## config.mk

```make
export PLATFORM = sky130hd
export DESIGN_NAME = phy_strap_status_and_ctrl_regs
export DESIGN_NICKNAME = d
export VERILOG_FILES = /design/src/phy_strap_pkg.sv /design/src/mdio_frame_slave.sv /design/src/phy_strap_status_and_ctrl_regs.sv
export VERILOG_INCLUDE_DIRS = /design/src
export SDC_FILE = /design/constraint.sdc
export NUM_CORES = 1
export LEC_CHECK = 0
export ABC_AREA = 1
export BUFFER_PORTS_ARGS = -buffer_cell sky130_fd_sc_hd__buf_2
export CORE_MARGIN = 3
export CORE_UTILIZATION = 35
export CTS_CLUSTER_DIAMETER = 200
export DETAILED_ROUTE_END_ITERATION = 12
export PLACE_DENSITY = 0.49
export REMOVE_ABC_BUFFERS = 1
export SYNTH_ARGS = -nofsm -noshare
export SYNTH_HDL_FRONTEND = slang
export SYNTH_SLANG_ARGS = --single-unit
```

## constraint.sdc

```tcl
create_clock -name clk -period 1.8 [get_ports clk]
set_input_delay 0.27 -clock clk [delete_from_list [all_inputs] [get_ports clk]]
set_output_delay 0.27 -clock clk [all_outputs]
set_load 0.01 [all_outputs]
```

## src/phy_strap_consts.svh

```systemverilog
// Offsets, field positions, reset values and counts of the strap and control registers
`ifndef PHY_STRAP_CONSTS_SVH
`define PHY_STRAP_CONSTS_SVH

// =====================================================================
// Register offsets
`define OFF_STRAP_STATUS    5'h17
`define OFF_EXP_CTRL        5'h18
`define OFF_INT_CTRL        5'h1b

// =====================================================================
// Strap capture status fields
`define STRAP_ADDR_MSB      15
`define STRAP_ADDR_LSB      13
`define STRAP_FILTER_BIT    8
`define STRAP_RELAY_BIT     6
`define STRAP_NAND_BIT      5
`define STRAP_RMII_BIT      1
`define STRAP_RESERVED_MASK 16'h1e9d
`define STRAP_SYNC_CYCLES   2'h2

// =====================================================================
// Expanded control fields
`define EXP_PD_OFF_BIT      11
`define EXP_LATENCY_BIT     10
`define EXP_PRE10_BIT       6
`define EXP_CTRL_RESET      16'h0801

// =====================================================================
// Interrupt control and status fields
`define INT_EN_MSB          15
`define INT_EN_LSB          12
`define INT_STAT_MSB        7
`define INT_STAT_LSB        4
`define INT_EN_RESET        4'h0
`define INT_STAT_RESET      4'h0

// =====================================================================
// Management frame
`define MDIO_PREAMBLE_MIN   32
`define MDIO_HDR_LAST       5'h0c
`define MDIO_DATA_LAST      5'h10
`define MDIO_WR_LAST        5'h11
`define MDIO_OP_READ        2'h2
`define MDIO_OP_WRITE       2'h1

`endif

```

## src/phy_strap_pkg.sv

```systemverilog
// Types shared by the strap and control register block
package phy_strap_pkg;
   typedef logic [15:0] reg_word_t;
   typedef enum logic [2:0] {
      MDIO_IDLE,
      MDIO_HEADER,
      MDIO_TURN,
      MDIO_READ,
      MDIO_WRITE,
      MDIO_SKIP
   } mdio_state_t;
endpackage

```

## src/mdio_frame_slave.sv

```systemverilog
// Serial management frame receiver and read-data shifter
`timescale 1ns/10ps
`include "phy_strap_consts.svh"

module mdio_frame_slave #(
   parameter int PREAMBLE_MIN = `MDIO_PREAMBLE_MIN
) (
   input  wire logic                    clk,
   input  wire logic                    reset_n,
   input  wire logic                    mdcPin,
   input  wire logic                    mdioInPin,
   input  wire logic [2:0]              stationAddress,
   input  wire phy_strap_pkg::reg_word_t rdData,
   output logic                         mdioOut,
   output logic                         mdioOe,
   output logic [4:0]                   regAddr,
   output phy_strap_pkg::reg_word_t     wrData,
   output logic                         rdStrobe,
   output logic                         wrStrobe
);

   // Preamble counter saturates at 63, so longer minimums could never be met
   if (PREAMBLE_MIN < 1 || PREAMBLE_MIN > 63) begin : badPreamble
      $error("PREAMBLE_MIN must lie in 1..63");
   end

   // =====================================================================
   // Pin synchronisers
   logic [1:0]                mdcSync;
   logic [1:0]                mdioSync;
   logic                      mdcLast;
   logic                      mdcRise;
   logic                      bitIn;
   phy_strap_pkg::mdio_state_t state;
   logic [5:0]                preambleCount;
   logic [4:0]                bitCount;
   logic [11:0]               header;
   logic [12:0]               fullHeader;
   phy_strap_pkg::reg_word_t  shiftReg;

   always_ff @(posedge clk or negedge reset_n) begin
      if (!reset_n) begin
         mdcSync  <= 2'h0;
         mdioSync <= 2'h3;
         mdcLast  <= 1'h0;
      end else begin
         mdcSync  <= {mdcSync[0], mdcPin};
         mdioSync <= {mdioSync[0], mdioInPin};
         mdcLast  <= mdcSync[1];
      end
   end

   assign mdcRise    = mdcSync[1] & ~mdcLast;
   assign bitIn      = mdioSync[1];
   assign fullHeader = {header, bitIn};

   // Start bit 1, read or write opcode, upper address bits zero, low bits match
   function automatic logic headerMatch(input logic [12:0] h, input logic [2:0] addr);
      return h[12] && (h[11:10] == `MDIO_OP_READ || h[11:10] == `MDIO_OP_WRITE)
             && h[9:5] == {2'h0, addr};
   endfunction

   // =====================================================================
   // Frame sequencer, advanced on each rising management clock edge
   always_ff @(posedge clk or negedge reset_n) begin
      if (!reset_n) begin
         state         <= phy_strap_pkg::MDIO_IDLE;
         preambleCount <= 6'h00;
         bitCount      <= 5'h00;
         header        <= 12'h000;
         shiftReg      <= 16'h0000;
         regAddr       <= 5'h00;
         wrData        <= 16'h0000;
         rdStrobe      <= 1'h0;
         wrStrobe      <= 1'h0;
         mdioOut       <= 1'h0;
         mdioOe        <= 1'h0;
      end else begin
         rdStrobe <= 1'h0;
         wrStrobe <= 1'h0;
         if (mdcRise) begin
            case (state)
               phy_strap_pkg::MDIO_IDLE: begin
                  bitCount <= 5'h00;
                  if (bitIn) begin
                     if (preambleCount != 6'h3f) begin
                        preambleCount <= preambleCount + 6'h01;
                     end
                  end else begin
                     preambleCount <= 6'h00;
                     if (preambleCount >= 6'(PREAMBLE_MIN)) begin
                        state <= phy_strap_pkg::MDIO_HEADER;
                     end
                  end
               end
               phy_strap_pkg::MDIO_HEADER: begin
                  header   <= fullHeader[11:0];
                  bitCount <= bitCount + 5'h01;
                  if (bitCount == `MDIO_HDR_LAST) begin
                     bitCount <= 5'h00;
                     regAddr  <= fullHeader[4:0];
                     if (!headerMatch(fullHeader, stationAddress)) begin
                        state <= phy_strap_pkg::MDIO_SKIP;
                     end else if (fullHeader[11:10] == `MDIO_OP_READ) begin
                        rdStrobe <= 1'h1;
                        state    <= phy_strap_pkg::MDIO_TURN;
                     end else begin
                        state <= phy_strap_pkg::MDIO_WRITE;
                     end
                  end
               end
               phy_strap_pkg::MDIO_TURN: begin
                  // Second turnaround bit is driven low
                  mdioOe   <= 1'h1;
                  mdioOut  <= 1'h0;
                  shiftReg <= rdData;
                  state    <= phy_strap_pkg::MDIO_READ;
               end
               phy_strap_pkg::MDIO_READ: begin
                  if (bitCount == `MDIO_DATA_LAST) begin
                     mdioOe  <= 1'h0;
                     mdioOut <= 1'h0;
                     state   <= phy_strap_pkg::MDIO_IDLE;
                  end else begin
                     mdioOut  <= shiftReg[15];
                     shiftReg <= {shiftReg[14:0], 1'h0};
                     bitCount <= bitCount + 5'h01;
                  end
               end
               phy_strap_pkg::MDIO_WRITE: begin
                  // Turnaround bits fall off the top of the shifter
                  shiftReg <= {shiftReg[14:0], bitIn};
                  bitCount <= bitCount + 5'h01;
                  if (bitCount == `MDIO_WR_LAST) begin
                     wrData   <= {shiftReg[14:0], bitIn};
                     wrStrobe <= 1'h1;
                     state    <= phy_strap_pkg::MDIO_IDLE;
                  end
               end
               phy_strap_pkg::MDIO_SKIP: begin
                  bitCount <= bitCount + 5'h01;
                  if (bitCount == `MDIO_WR_LAST) begin
                     state <= phy_strap_pkg::MDIO_IDLE;
                  end
               end
               default: begin
                  state <= phy_strap_pkg::MDIO_IDLE;
               end
            endcase
         end
      end
   end

endmodule

```

## src/phy_strap_status_and_ctrl_regs.sv

```systemverilog
// Strap status, expanded control and interrupt control registers behind the management port
`timescale 1ns/10ps
`include "phy_strap_consts.svh"

// Overview of operation
// - Strap status bits 15:13 report latched three-bit station address, read-only.
// - Strap status bit 8 reads 1 when emission line filter was strapped on.
// - Strap status bit 6 reads 1 when back-to-back relay mode was strapped.
// - Strap status bit 5 reads 1 when NAND-chain test mode was strapped.
// - Strap status bit 1 reads 1 when normal reduced interface was strapped.
// - Expanded control bit 11 disables energy-detect power-down; resets to 1.
// - Expanded control bit 10: 0 fixed latency, 1 variable latency; resets 0.
// - Interrupt control bit 15 enables jabber interrupt; resets to 0.
// - Interrupt control bit 14 enables receive-error interrupt; resets to 0.
// - Interrupt control bit 13 enables page-received interrupt; resets to 0.
// - Interrupt control bit 12 enables parallel-detect fault interrupt; resets to 0.
// - Event status bits are read-only, set by events, cleared when read.

module phy_strap_status_and_ctrl_regs #(
   parameter int PREAMBLE_MIN = `MDIO_PREAMBLE_MIN
) (
   input  wire logic       clk,
   input  wire logic       reset_n,
   input  wire logic       mdcPin,
   input  wire logic       mdioInPin,
   output logic            mdioOut,
   output logic            mdioOe,
   input  wire logic [2:0] stationAddressStrapPin,
   input  wire logic       emissionLineFilterStrapPin,
   input  wire logic       relayBackToBackStrapPin,
   input  wire logic       nandTreeStrapPin,
   input  wire logic       rmiiNormalStrapPin,
   input  wire logic       jabberEvent,
   input  wire logic       rxErrorEvent,
   input  wire logic       pageRxEvent,
   input  wire logic       parallelFaultEvent,
   output logic [2:0]      stationAddressStrap,
   output logic            emissionLineFilter,
   output logic            relayBackToBack,
   output logic            nandTreeMode,
   output logic            rmiiNormalMode,
   output logic            energyDetectPowerDownOff,
   output logic            rxLatencyVariable,
   output logic            preamble10Enable,
   output logic            interruptOut
);

   // =====================================================================
   // Declarations
   logic [6:0]                strapSync1;
   logic [6:0]                strapSync2;
   logic [1:0]                loadCount;
   logic                      strapsLoaded;
   phy_strap_pkg::reg_word_t  expCtrl_reg;
   logic [3:0]                intEnable_reg;
   logic [3:0]                intStatus_reg;
   logic [3:0]                intStatus_next;
   logic [3:0]                eventsIn;
   phy_strap_pkg::reg_word_t  rdData_reg;
   logic [4:0]                regAddr;
   phy_strap_pkg::reg_word_t  wrData;
   logic                      rdStrobe;
   logic                      wrStrobe;
   logic                      noExpWrite_reg;

   // =====================================================================
   // Management frame front end
   mdio_frame_slave #(
      .PREAMBLE_MIN (PREAMBLE_MIN)
   ) frameSlave (
      .clk            (clk),
      .reset_n        (reset_n),
      .mdcPin         (mdcPin),
      .mdioInPin      (mdioInPin),
      .stationAddress (stationAddressStrap),
      .rdData         (rdData_reg),
      .mdioOut        (mdioOut),
      .mdioOe         (mdioOe),
      .regAddr        (regAddr),
      .wrData         (wrData),
      .rdStrobe       (rdStrobe),
      .wrStrobe       (wrStrobe)
   );

   // =====================================================================
   // Strap capture
   // Straps are loaded once, three cycles after release, so the pins have
   // passed the synchroniser; afterwards the pins are ignored.
   always_ff @(posedge clk or negedge reset_n) begin
      if (!reset_n) begin
         strapSync1 <= 7'h00;
         strapSync2 <= 7'h00;
      end else begin
         strapSync1 <= {stationAddressStrapPin, emissionLineFilterStrapPin,
                        relayBackToBackStrapPin, nandTreeStrapPin, rmiiNormalStrapPin};
         strapSync2 <= strapSync1;
      end
   end

   always_ff @(posedge clk or negedge reset_n) begin
      if (!reset_n) begin
         loadCount           <= 2'h0;
         strapsLoaded        <= 1'h0;
         stationAddressStrap <= 3'h0;
         emissionLineFilter  <= 1'h0;
         relayBackToBack     <= 1'h0;
         nandTreeMode        <= 1'h0;
         rmiiNormalMode      <= 1'h0;
      end else if (!strapsLoaded) begin
         if (loadCount == `STRAP_SYNC_CYCLES) begin
            strapsLoaded        <= 1'h1;
            stationAddressStrap <= strapSync2[6:4];
            emissionLineFilter  <= strapSync2[3];
            relayBackToBack     <= strapSync2[2];
            nandTreeMode        <= strapSync2[1];
            rmiiNormalMode      <= strapSync2[0];
         end else begin
            loadCount <= loadCount + 2'h1;
         end
      end
   end

   // =====================================================================
   // Expanded control
   // Reserved bits are kept as plain storage so they read back as written
   always_ff @(posedge clk or negedge reset_n) begin
      if (!reset_n) begin
         expCtrl_reg    <= `EXP_CTRL_RESET;
         noExpWrite_reg <= 1'h1;
      end else if (wrStrobe && regAddr == `OFF_EXP_CTRL) begin
         expCtrl_reg    <= wrData;
         noExpWrite_reg <= 1'h0;
      end
   end

   assign energyDetectPowerDownOff = expCtrl_reg[`EXP_PD_OFF_BIT];
   assign rxLatencyVariable        = expCtrl_reg[`EXP_LATENCY_BIT];
   assign preamble10Enable         = expCtrl_reg[`EXP_PRE10_BIT];

   // =====================================================================
   // Interrupt enables, event status and output
   assign eventsIn = {jabberEvent, rxErrorEvent, pageRxEvent, parallelFaultEvent};

   always_ff @(posedge clk or negedge reset_n) begin
      if (!reset_n) begin
         intEnable_reg <= `INT_EN_RESET;
      end else if (wrStrobe && regAddr == `OFF_INT_CTRL) begin
         intEnable_reg <= wrData[`INT_EN_MSB:`INT_EN_LSB];
      end
   end

   // An event in the very cycle of a clearing read survives the read
   always_comb begin
      intStatus_next = intStatus_reg;
      if (rdStrobe && regAddr == `OFF_INT_CTRL) begin
         intStatus_next = 4'h0;
      end
      intStatus_next = intStatus_next | eventsIn;
   end

   always_ff @(posedge clk or negedge reset_n) begin
      if (!reset_n) begin
         intStatus_reg <= `INT_STAT_RESET;
      end else begin
         intStatus_reg <= intStatus_next;
      end
   end

   // One cycle behind the status flags, keeping the output a flop
   always_ff @(posedge clk or negedge reset_n) begin
      if (!reset_n) begin
         interruptOut <= 1'h0;
      end else begin
         interruptOut <= |(intStatus_reg & intEnable_reg);
      end
   end

   // =====================================================================
   // Read data
   function automatic phy_strap_pkg::reg_word_t readWord(input logic [4:0] addr);
      phy_strap_pkg::reg_word_t w;
      w = 16'h0000;
      case (addr)
         `OFF_STRAP_STATUS: begin
            w[`STRAP_ADDR_MSB:`STRAP_ADDR_LSB] = stationAddressStrap;
            w[`STRAP_FILTER_BIT]               = emissionLineFilter;
            w[`STRAP_RELAY_BIT]                = relayBackToBack;
            w[`STRAP_NAND_BIT]                 = nandTreeMode;
            w[`STRAP_RMII_BIT]                 = rmiiNormalMode;
         end
         `OFF_EXP_CTRL: begin
            w = expCtrl_reg;
         end
         `OFF_INT_CTRL: begin
            w[`INT_EN_MSB:`INT_EN_LSB]     = intEnable_reg;
            w[`INT_STAT_MSB:`INT_STAT_LSB] = intStatus_reg;
         end
         default: begin
            w = 16'h0000;
         end
      endcase
      return w;
   endfunction

   always_ff @(posedge clk or negedge reset_n) begin
      if (!reset_n) begin
         rdData_reg <= 16'h0000;
      end else if (rdStrobe) begin
         rdData_reg <= readWord(regAddr);
      end
   end
endmodule

```

==> flow_metrics.py, run 1 <==
metrics = {
    "status": {
        "outcome": "complete, no violations",
    },
    "cts": {
        "tritoncts.num_buffers": 17,
        "htreeDepth": 4,
        "cts_tree": "done",
        "clkSinkCount": 137,
        "clock_insertion_delay_worst_skew_ns": 0.42,
        "max-clock-path-buffers": 2,
        "clk_transition_reported_paths_ns": 0.06,
        "clk_root_buffer_cell": "clkbuf_16",
    },
    "detailed_routing": {
        "drc_errors": 0,
        "final_antenna_net_count": 0,
        "vias": 4252,
        "drt_first_iter_violations": 255,
        "route.final.wire_length_um": 12200,
        "drtPass1Iterations": 4,
        "viasPerCell": 4.64,
        "wire_per_inst_um": 13.3,
    },
    "sta": {
        "fin_worst_hold_slack_ns": 0.0316,
        "final.min_clock_period_ns": 1.62,
        "setup_viol": 0,
        "count_of_endpoints_failing_hold_in_the_final_timing_report": 0,
        "clock.fmax_mhz": 617,
        "clock_skew_ns": 0.00964,
        "worst_slew_margin": 0.641,
        "drv_slew": 0,
        "period_share": 0.901,
        "worst-slew-pin-transition_ns": 0.538,
        "fin_tns_setup_ns": 0,
        "post-route-worst-setup-slack_ns": 0.179,
        "rsz0062_at_grt": "no",
    },
    "logic_synthesis": {
        "post_synth_num_cell_types": 41,
        "syn-cell-area_um2": 5940,
        "synthDominantAreaCellType": "dfrtp_1",
        "yosys_reg_bits": 137,
        "syn_inst": 635,
        "synth_largest_type_area_fraction": 0.561,
        "synth.top_cells.by_area": "dfrtp_1 56%, nand2_1 11%, o21ai_0 5.7%",
        "ys_seq_area_frac": 0.578,
        "ys.warnings.count": 0,
        "post_synthesis_average_cell_area_um2": 9.35,
    },
    "floorplanning": {
        "die_height_um": 136,
        "floorplan.initialDensity": 0.366,
        "io_pins": 28,
        "die-width_um": 136,
        "rows": 46,
        "floorplan.core_area_um2": 16200,
        "die_area_um2": 18600,
    },
    "global_routing": {
        "first_global_vias": 4242,
        "total_congestion_overflow_after_global_routing": 0,
        "grt_first_pass_wirelength_um": 21100,
        "gr-usage-all-layers": 0.147,
        "grt_start_max_net_pins": 47,
        "antenna_found_initial": 0,
    },
    "flow_run": {
        "max_cap_viol_count": 0,
    },
    "worst_hold_path": {
        "type_of_the_most_critical_hold_path": "input pin to register",
    },
    "power": {
        "static_power_due_to_leakage_nw": 3.30,
        "vdd.ir_drop.worst_uv": 679,
        "total_power_mw": 6.78,
        "p_per_area_nw_per_um2": 956,
    },
    "placed_design": {
        "finalWeightedCongestion": 0.827,
        "placement.setup.worst_slack_ns": 0.196,
        "detailedPlacementHpwl_um": 8250,
        "io_buffer_count": 27,
    },
    "critical_path": {
        "crit_path_max_fanout": 11,
        "crit_required_ns": 2.09,
        "path_class": "register to register",
        "crit_path_start_kind": "register",
        "cp-end-kind": "register",
        "cp_data_arrival_time_ns": 1.91,
    },
    "finish": {
        "area_growth_pct": 19.4,
        "layout.cells.most_common": "nand2_1",
        "share_of_layout_cells_above_drive_strength_1": 0.193,
        "highest_count_cells_in_the_layout_ignoring_fill_and_taps": "169 x nand2_1, 133 x dfrtp_1, 73 x inv_1",
        "finalNetCount": 710,
        "antenna_cells": 0,
        "fin_util": 0.437,
    },
}
==> per-stage QoR <==
step	std cells	instance area, µm²
6_report	917	7090
5_1_grt	917	7090
4_1_cts	917	7090
3_5_place_dp	875	6400
3_3_place_gp	875	6400
2_1_floorplan	614	5790
==> cells by family (layout without fill, tap and decap cells) <==
family | count (synthesis) | in the layout | share of synthesized area
XOR/XNOR | 6 | 6 | 0.00885
multiplexers | 5 | 5 | 0.00948
AND/OR/NAND/NOR | 268 | 268 | 0.198
AO/OA/AOI/OAI | 115 | 115 | 0.117
adder cells (fa/ha/maj) | 7 | 7 | 0.0148
buffers and inverters | 97 | 163 | 0.0729
flip-flops | 137 | 137 | 0.578
==> what timing repair did <==
item                                    4_1_cts  5_1_grt
endpoints found under the hold margin        44        0
hold buffers                                 10        0
resized for setup                             0        0
endpoints found under the setup margin        0        0
setup buffers                                 0        0
==> power by group <==
| group | switching, mW | internal, mW | leakage (nW) |
|---|---|---|---|
| clock network | 1.37 | 2.08 | 0.279 |
| registers | 0.0264 | 3.12 | 1.81 |
| logic | 0.112 | 0.0627 | 1.21 |
==> cell usage after synthesis (all sizes together) <==
master	count
nand2	187
dfrtp	133
o21ai	91
inv	76
nand3	41
nor2	30
buf	14
a21oi	11
clkbuf	7
ha	7
mux2	5
nor3	5
xor2	5
dfstp	4
o221ai	3
or2	3
a21o	2
nand4	2
o21bai	2
a211oi	1
a31oi	1
o2111ai	1
o211ai	1
o22ai	1
o31ai	1
xnor2	1
==> critical path, cell delays in order, from the launching register on <==
cell	delay (ns)
dfrtp_1	0.43
inv_1	0.09
ha_1	0.17
nand3_1	0.18
or2_1	0.43
nand2_1	0.13
o21ai_2	0.06
==> area by class of cell <==
cell class                      count  area [µm²]
Clock buffer                       18         439
Clock inverter                     14         149
Fill cell                        1654        9150
Inverter                           76         285
Multi-Input combinational cell    401        2070
Sequential cell                   137        3430
Tap cell                          216         270
Timing Repair Buffer               55         439
==> final timing paths <==
path                                   startpoint               endpoint  slack, ns  depth (start not counted)
setup / recovery           frameSlave.bitCount[0]  frameSlave.regAddr[1]       0.18                          6
hold / removal                        pageRxEvent       intStatus_reg[1]       0.03                          2
setup reg to reg           frameSlave.bitCount[0]  frameSlave.regAddr[1]       0.18                          6
hold reg to reg                     strapSync1[5]          strapSync2[5]       0.35                          0
max in group asynchronous                 reset_n         expCtrl_reg[0]       0.83                          3
min in group asynchronous                 reset_n           interruptOut       0.34                          2
==> per-layer routing <==
| layer | GRT usage | share of wire | up-vias |
|---|---|---|---|
| li1 | - | - | 2129 |
| met5 | 0 | 0 | - |
| met1 | 0.195 | 0.49 | 2034 |
| met2 | 0.229 | 0.46 | 77 |
| met4 | 0.0487 | 0.013 | 0 |
| met3 | 0.0455 | 0.039 | 12 |
(Power assumes the default switching activity.)
==> run 2, diff against run 1 <==
- GPL_TIMING_DRIVEN: not set -> 0
- SYNTH_HIERARCHICAL: not set -> 1
- clock period: 1.8 -> 1.7 ns (I/O delays scaled with it)
==> run 2 against run 1 <==
- clock skew about the same
- utilization increased by 0.38 points
- largest cell class unchanged
- highest routed layer unchanged
- global-route usage rose by 1.2 points
- non-clock buffer count rose by 6
- via count grew 7.4%
- first-iteration DRC count shrank 18%
- cell area increased by 4.1%
- cell count rose by 3.2%
==> flow_metrics.py, run 2 <==
metrics = {
    "status": {
        "outcome": "complete, no violations",
    },
    "finish": {
        "number_of_filler_cells_placed_in_the_layout": 1643,
        "layout.cells.most_common": "nand2_1",
        "post-route-cell-area_um2": 7380,
        "finalNetCount": 735,
        "area_growth_pct": 21.6,
        "fin_util": 0.440,
        "share_of_layout_cells_above_drive_strength_1": 0.198,
        "antenna_cells": 0,
        "highest_count_cells_in_the_layout_ignoring_fill_and_taps": "199 x nand2_1, 128 x dfrtp_1, 63 x inv_1",
    },
    "placed_design": {
        "finalWeightedCongestion": 0.787,
        "placed_cell_area_um2": 6350,
        "io_buffer_count": 27,
        "detailedPlacementHpwl_um": 8200,
    },
    "global_routing": {
        "gr-usage-all-layers": 0.159,
        "antenna_found_initial": 0,
        "grt_first_pass_wirelength_um": 23200,
        "first_global_vias": 4624,
        "grt_start_max_net_pins": 86,
        "total_congestion_overflow_after_global_routing": 0,
    },
    "worst_hold_path": {
        "worstHoldEndpoint": "intStatus_reg[3]",
        "hold_path_depth": 2,
        "type_of_the_most_critical_hold_path": "input pin to register",
        "start_point_of_the_worst_hold_path": "jabberEvent",
    },
    "critical_path": {
        "critical_path.reg2reg.startpoint": "frameSlave/bitCount[2]",
        "crit_required_ns": 1.99,
        "cp-end-kind": "register",
        "reg2reg_depth": 7,
        "crit_path_start_kind": "register",
        "crit_path_max_fanout": 17,
        "cp_data_arrival_time_ns": 1.89,
        "regToRegEndpoint": "frameSlave/wrData[11]",
        "path_class": "register to register",
        "r2r_setup_slk_ns": 0.10,
    },
    "logic_synthesis": {
        "synthDominantAreaCellType": "dfrtp_1",
        "most_numerous_cell_in_the_yosys_netlist": "nand2_1",
        "synth.top_cells.by_area": "dfrtp_1 55%, nand2_1 12%, o21ai_0 4.9%",
        "ys.warnings.count": 6,
        "ys_seq_area_frac": 0.566,
        "synth_enable_flop_cells": 0,
        "syn-cell-area_um2": 6070,
        "synth_flop_type": "dfrtp_1",
        "post_synth_num_cell_types": 36,
        "yosys_reg_bits": 137,
        "post_synthesis_average_cell_area_um2": 9.28,
        "synth_common_cells": "201 x nand2_1, 133 x dfrtp_1, 63 x inv_1, 60 x o21ai_0, 44 x nand3_1",
        "syn_inst": 654,
        "synth_largest_type_area_fraction": 0.548,
        "async_flop_share": 1.00,
    },
    "cts": {
        "clk_transition_reported_paths_ns": 0.06,
        "clkSinkCount": 137,
        "max-clock-path-buffers": 2,
        "htreeDepth": 4,
        "tritoncts.num_buffers": 17,
        "clock_insertion_delay_worst_skew_ns": 0.41,
        "cts_tree": "done",
        "clk_root_buffer_cell": "clkbuf_16",
    },
    "power": {
        "static_power_due_to_leakage_nw": 3.44,
        "p_per_area_nw_per_um2": 988,
        "vdd.ir_drop.worst_uv": 701,
        "total_power_mw": 7.29,
    },
    "floorplanning": {
        "floorplan.initialDensity": 0.362,
        "floorplan.core_area_um2": 16800,
        "rows": 47,
        "die_height_um": 138,
        "die_area_um2": 19000,
        "die-width_um": 138,
        "io_pins": 28,
    },
    "detailed_routing": {
        "drtPass1Iterations": 4,
        "vias": 4567,
        "wire_per_inst_um": 14.5,
        "drc_errors": 0,
        "drt_first_iter_violations": 210,
        "final_antenna_net_count": 0,
        "route.final.wire_length_um": 13700,
        "viasPerCell": 4.83,
    },
    "sta": {
        "count_of_endpoints_failing_hold_in_the_final_timing_report": 0,
        "drv_slew": 0,
        "worst-slew-pin-transition_ns": 0.569,
        "clock_skew_ns": 0.00995,
        "worst_slew_margin": 0.618,
        "fin_tns_setup_ns": 0,
        "fin_worst_hold_slack_ns": 0.0366,
        "clock.fmax_mhz": 627,
        "period_share": 0.939,
        "final.min_clock_period_ns": 1.60,
        "setup_viol": 0,
    },
    "flow_run": {
        "max_cap_viol_count": 0,
    },
}
-- run 2: timing repair --
item	CTS	global route
pin swaps	6	6
gates cloned	2	0
hold buffers	10	0
buffers inserted	11	11
endpoints found under the hold margin	59	0
resized for setup	13	7
endpoints found under the setup margin	84	73
-- run 2: worst max path at each step --
stage | startpoint | cells after the start | end | slack, ns
floorplan | frameSlave/state[1] | 4 | frameSlave/shiftReg[0] | -0.03
global placement | reset_n | 1 | frameSlave/preambleCount[1] | -1.56
detailed placement | frameSlave/rdStrobe | 4 | rdData_reg[4] | -0.74
CTS | frameSlave/mdcLast | 6 | frameSlave/header[8] | 0.007
global route | frameSlave/bitCount[0] | 9 | frameSlave/state[0] | -0.02
finish | frameSlave/bitCount[2] | 7 | frameSlave/wrData[11] | 0.10
-- run 2: logic make-up (layout without fill, tap and decap cells) --
group / count (synthesis) / count (layout) / synth area share
multiplexers: 7 / 7 / 0.0130
buffers and inverters: 94 / 164 / 0.0753
XOR/XNOR: 4 / 4 / 0.00577
AND/OR/NAND/NOR: 298 / 300 / 0.228
adder cells (fa/ha/maj): 7 / 7 / 0.0144
AO/OA/AOI/OAI: 107 / 107 / 0.0977
flip-flops: 137 / 137 / 0.566
-- run 2: per-stage QoR --
stage	instances	setup WS [ns]
floorplan	631	-0.0342
global placement	878	-1.56
detailed placement	880	-0.736
CTS	935	0.00666
global route	946	-0.0153
finish	946	0.104
-- run 2: power breakdown --
part           switching (mW)  total (mW)  internal (mW)
logic                   0.120       0.194         0.0737
clock network            1.38        3.76           2.38
registers              0.0307        3.34           3.31
total                    1.53        7.29           5.76
-- run 2: area by class of cell --
class	count	area [µm²]	area share
clock buffers	21	460	0.0624
clock inverters	11	146	0.0198
inverters	71	272	0.0368
multi-input cells	425	2270	0.308
flip-flops and latches	137	3440	0.466
well taps	220	275	0.0373
repair buffers	61	512	0.0693
-- run 2: worst max-delay path, cell delays in order, from the launching register on --
cell     delay (ns)
dfrtp_1        0.44
nor2_1         0.19
nand3_1        0.12
inv_1          0.24
nand4_4        0.14
buf_12         0.18
nand2_1        0.10
o21ai_2        0.06
-- run 2: per-layer routing --
| layer | vias to the layer above | routed length (µm) | global-route usage |
|---|---|---|---|
| li1 | 2238 | - | - |
| met1 | 2238 | 6470 | 0.207 |
| met2 | 74 | 6430 | 0.254 |
| met3 | 17 | 596 | 0.0420 |
| met4 | 0 | 228 | 0.0571 |
| met5 | - | 0 | 0 |
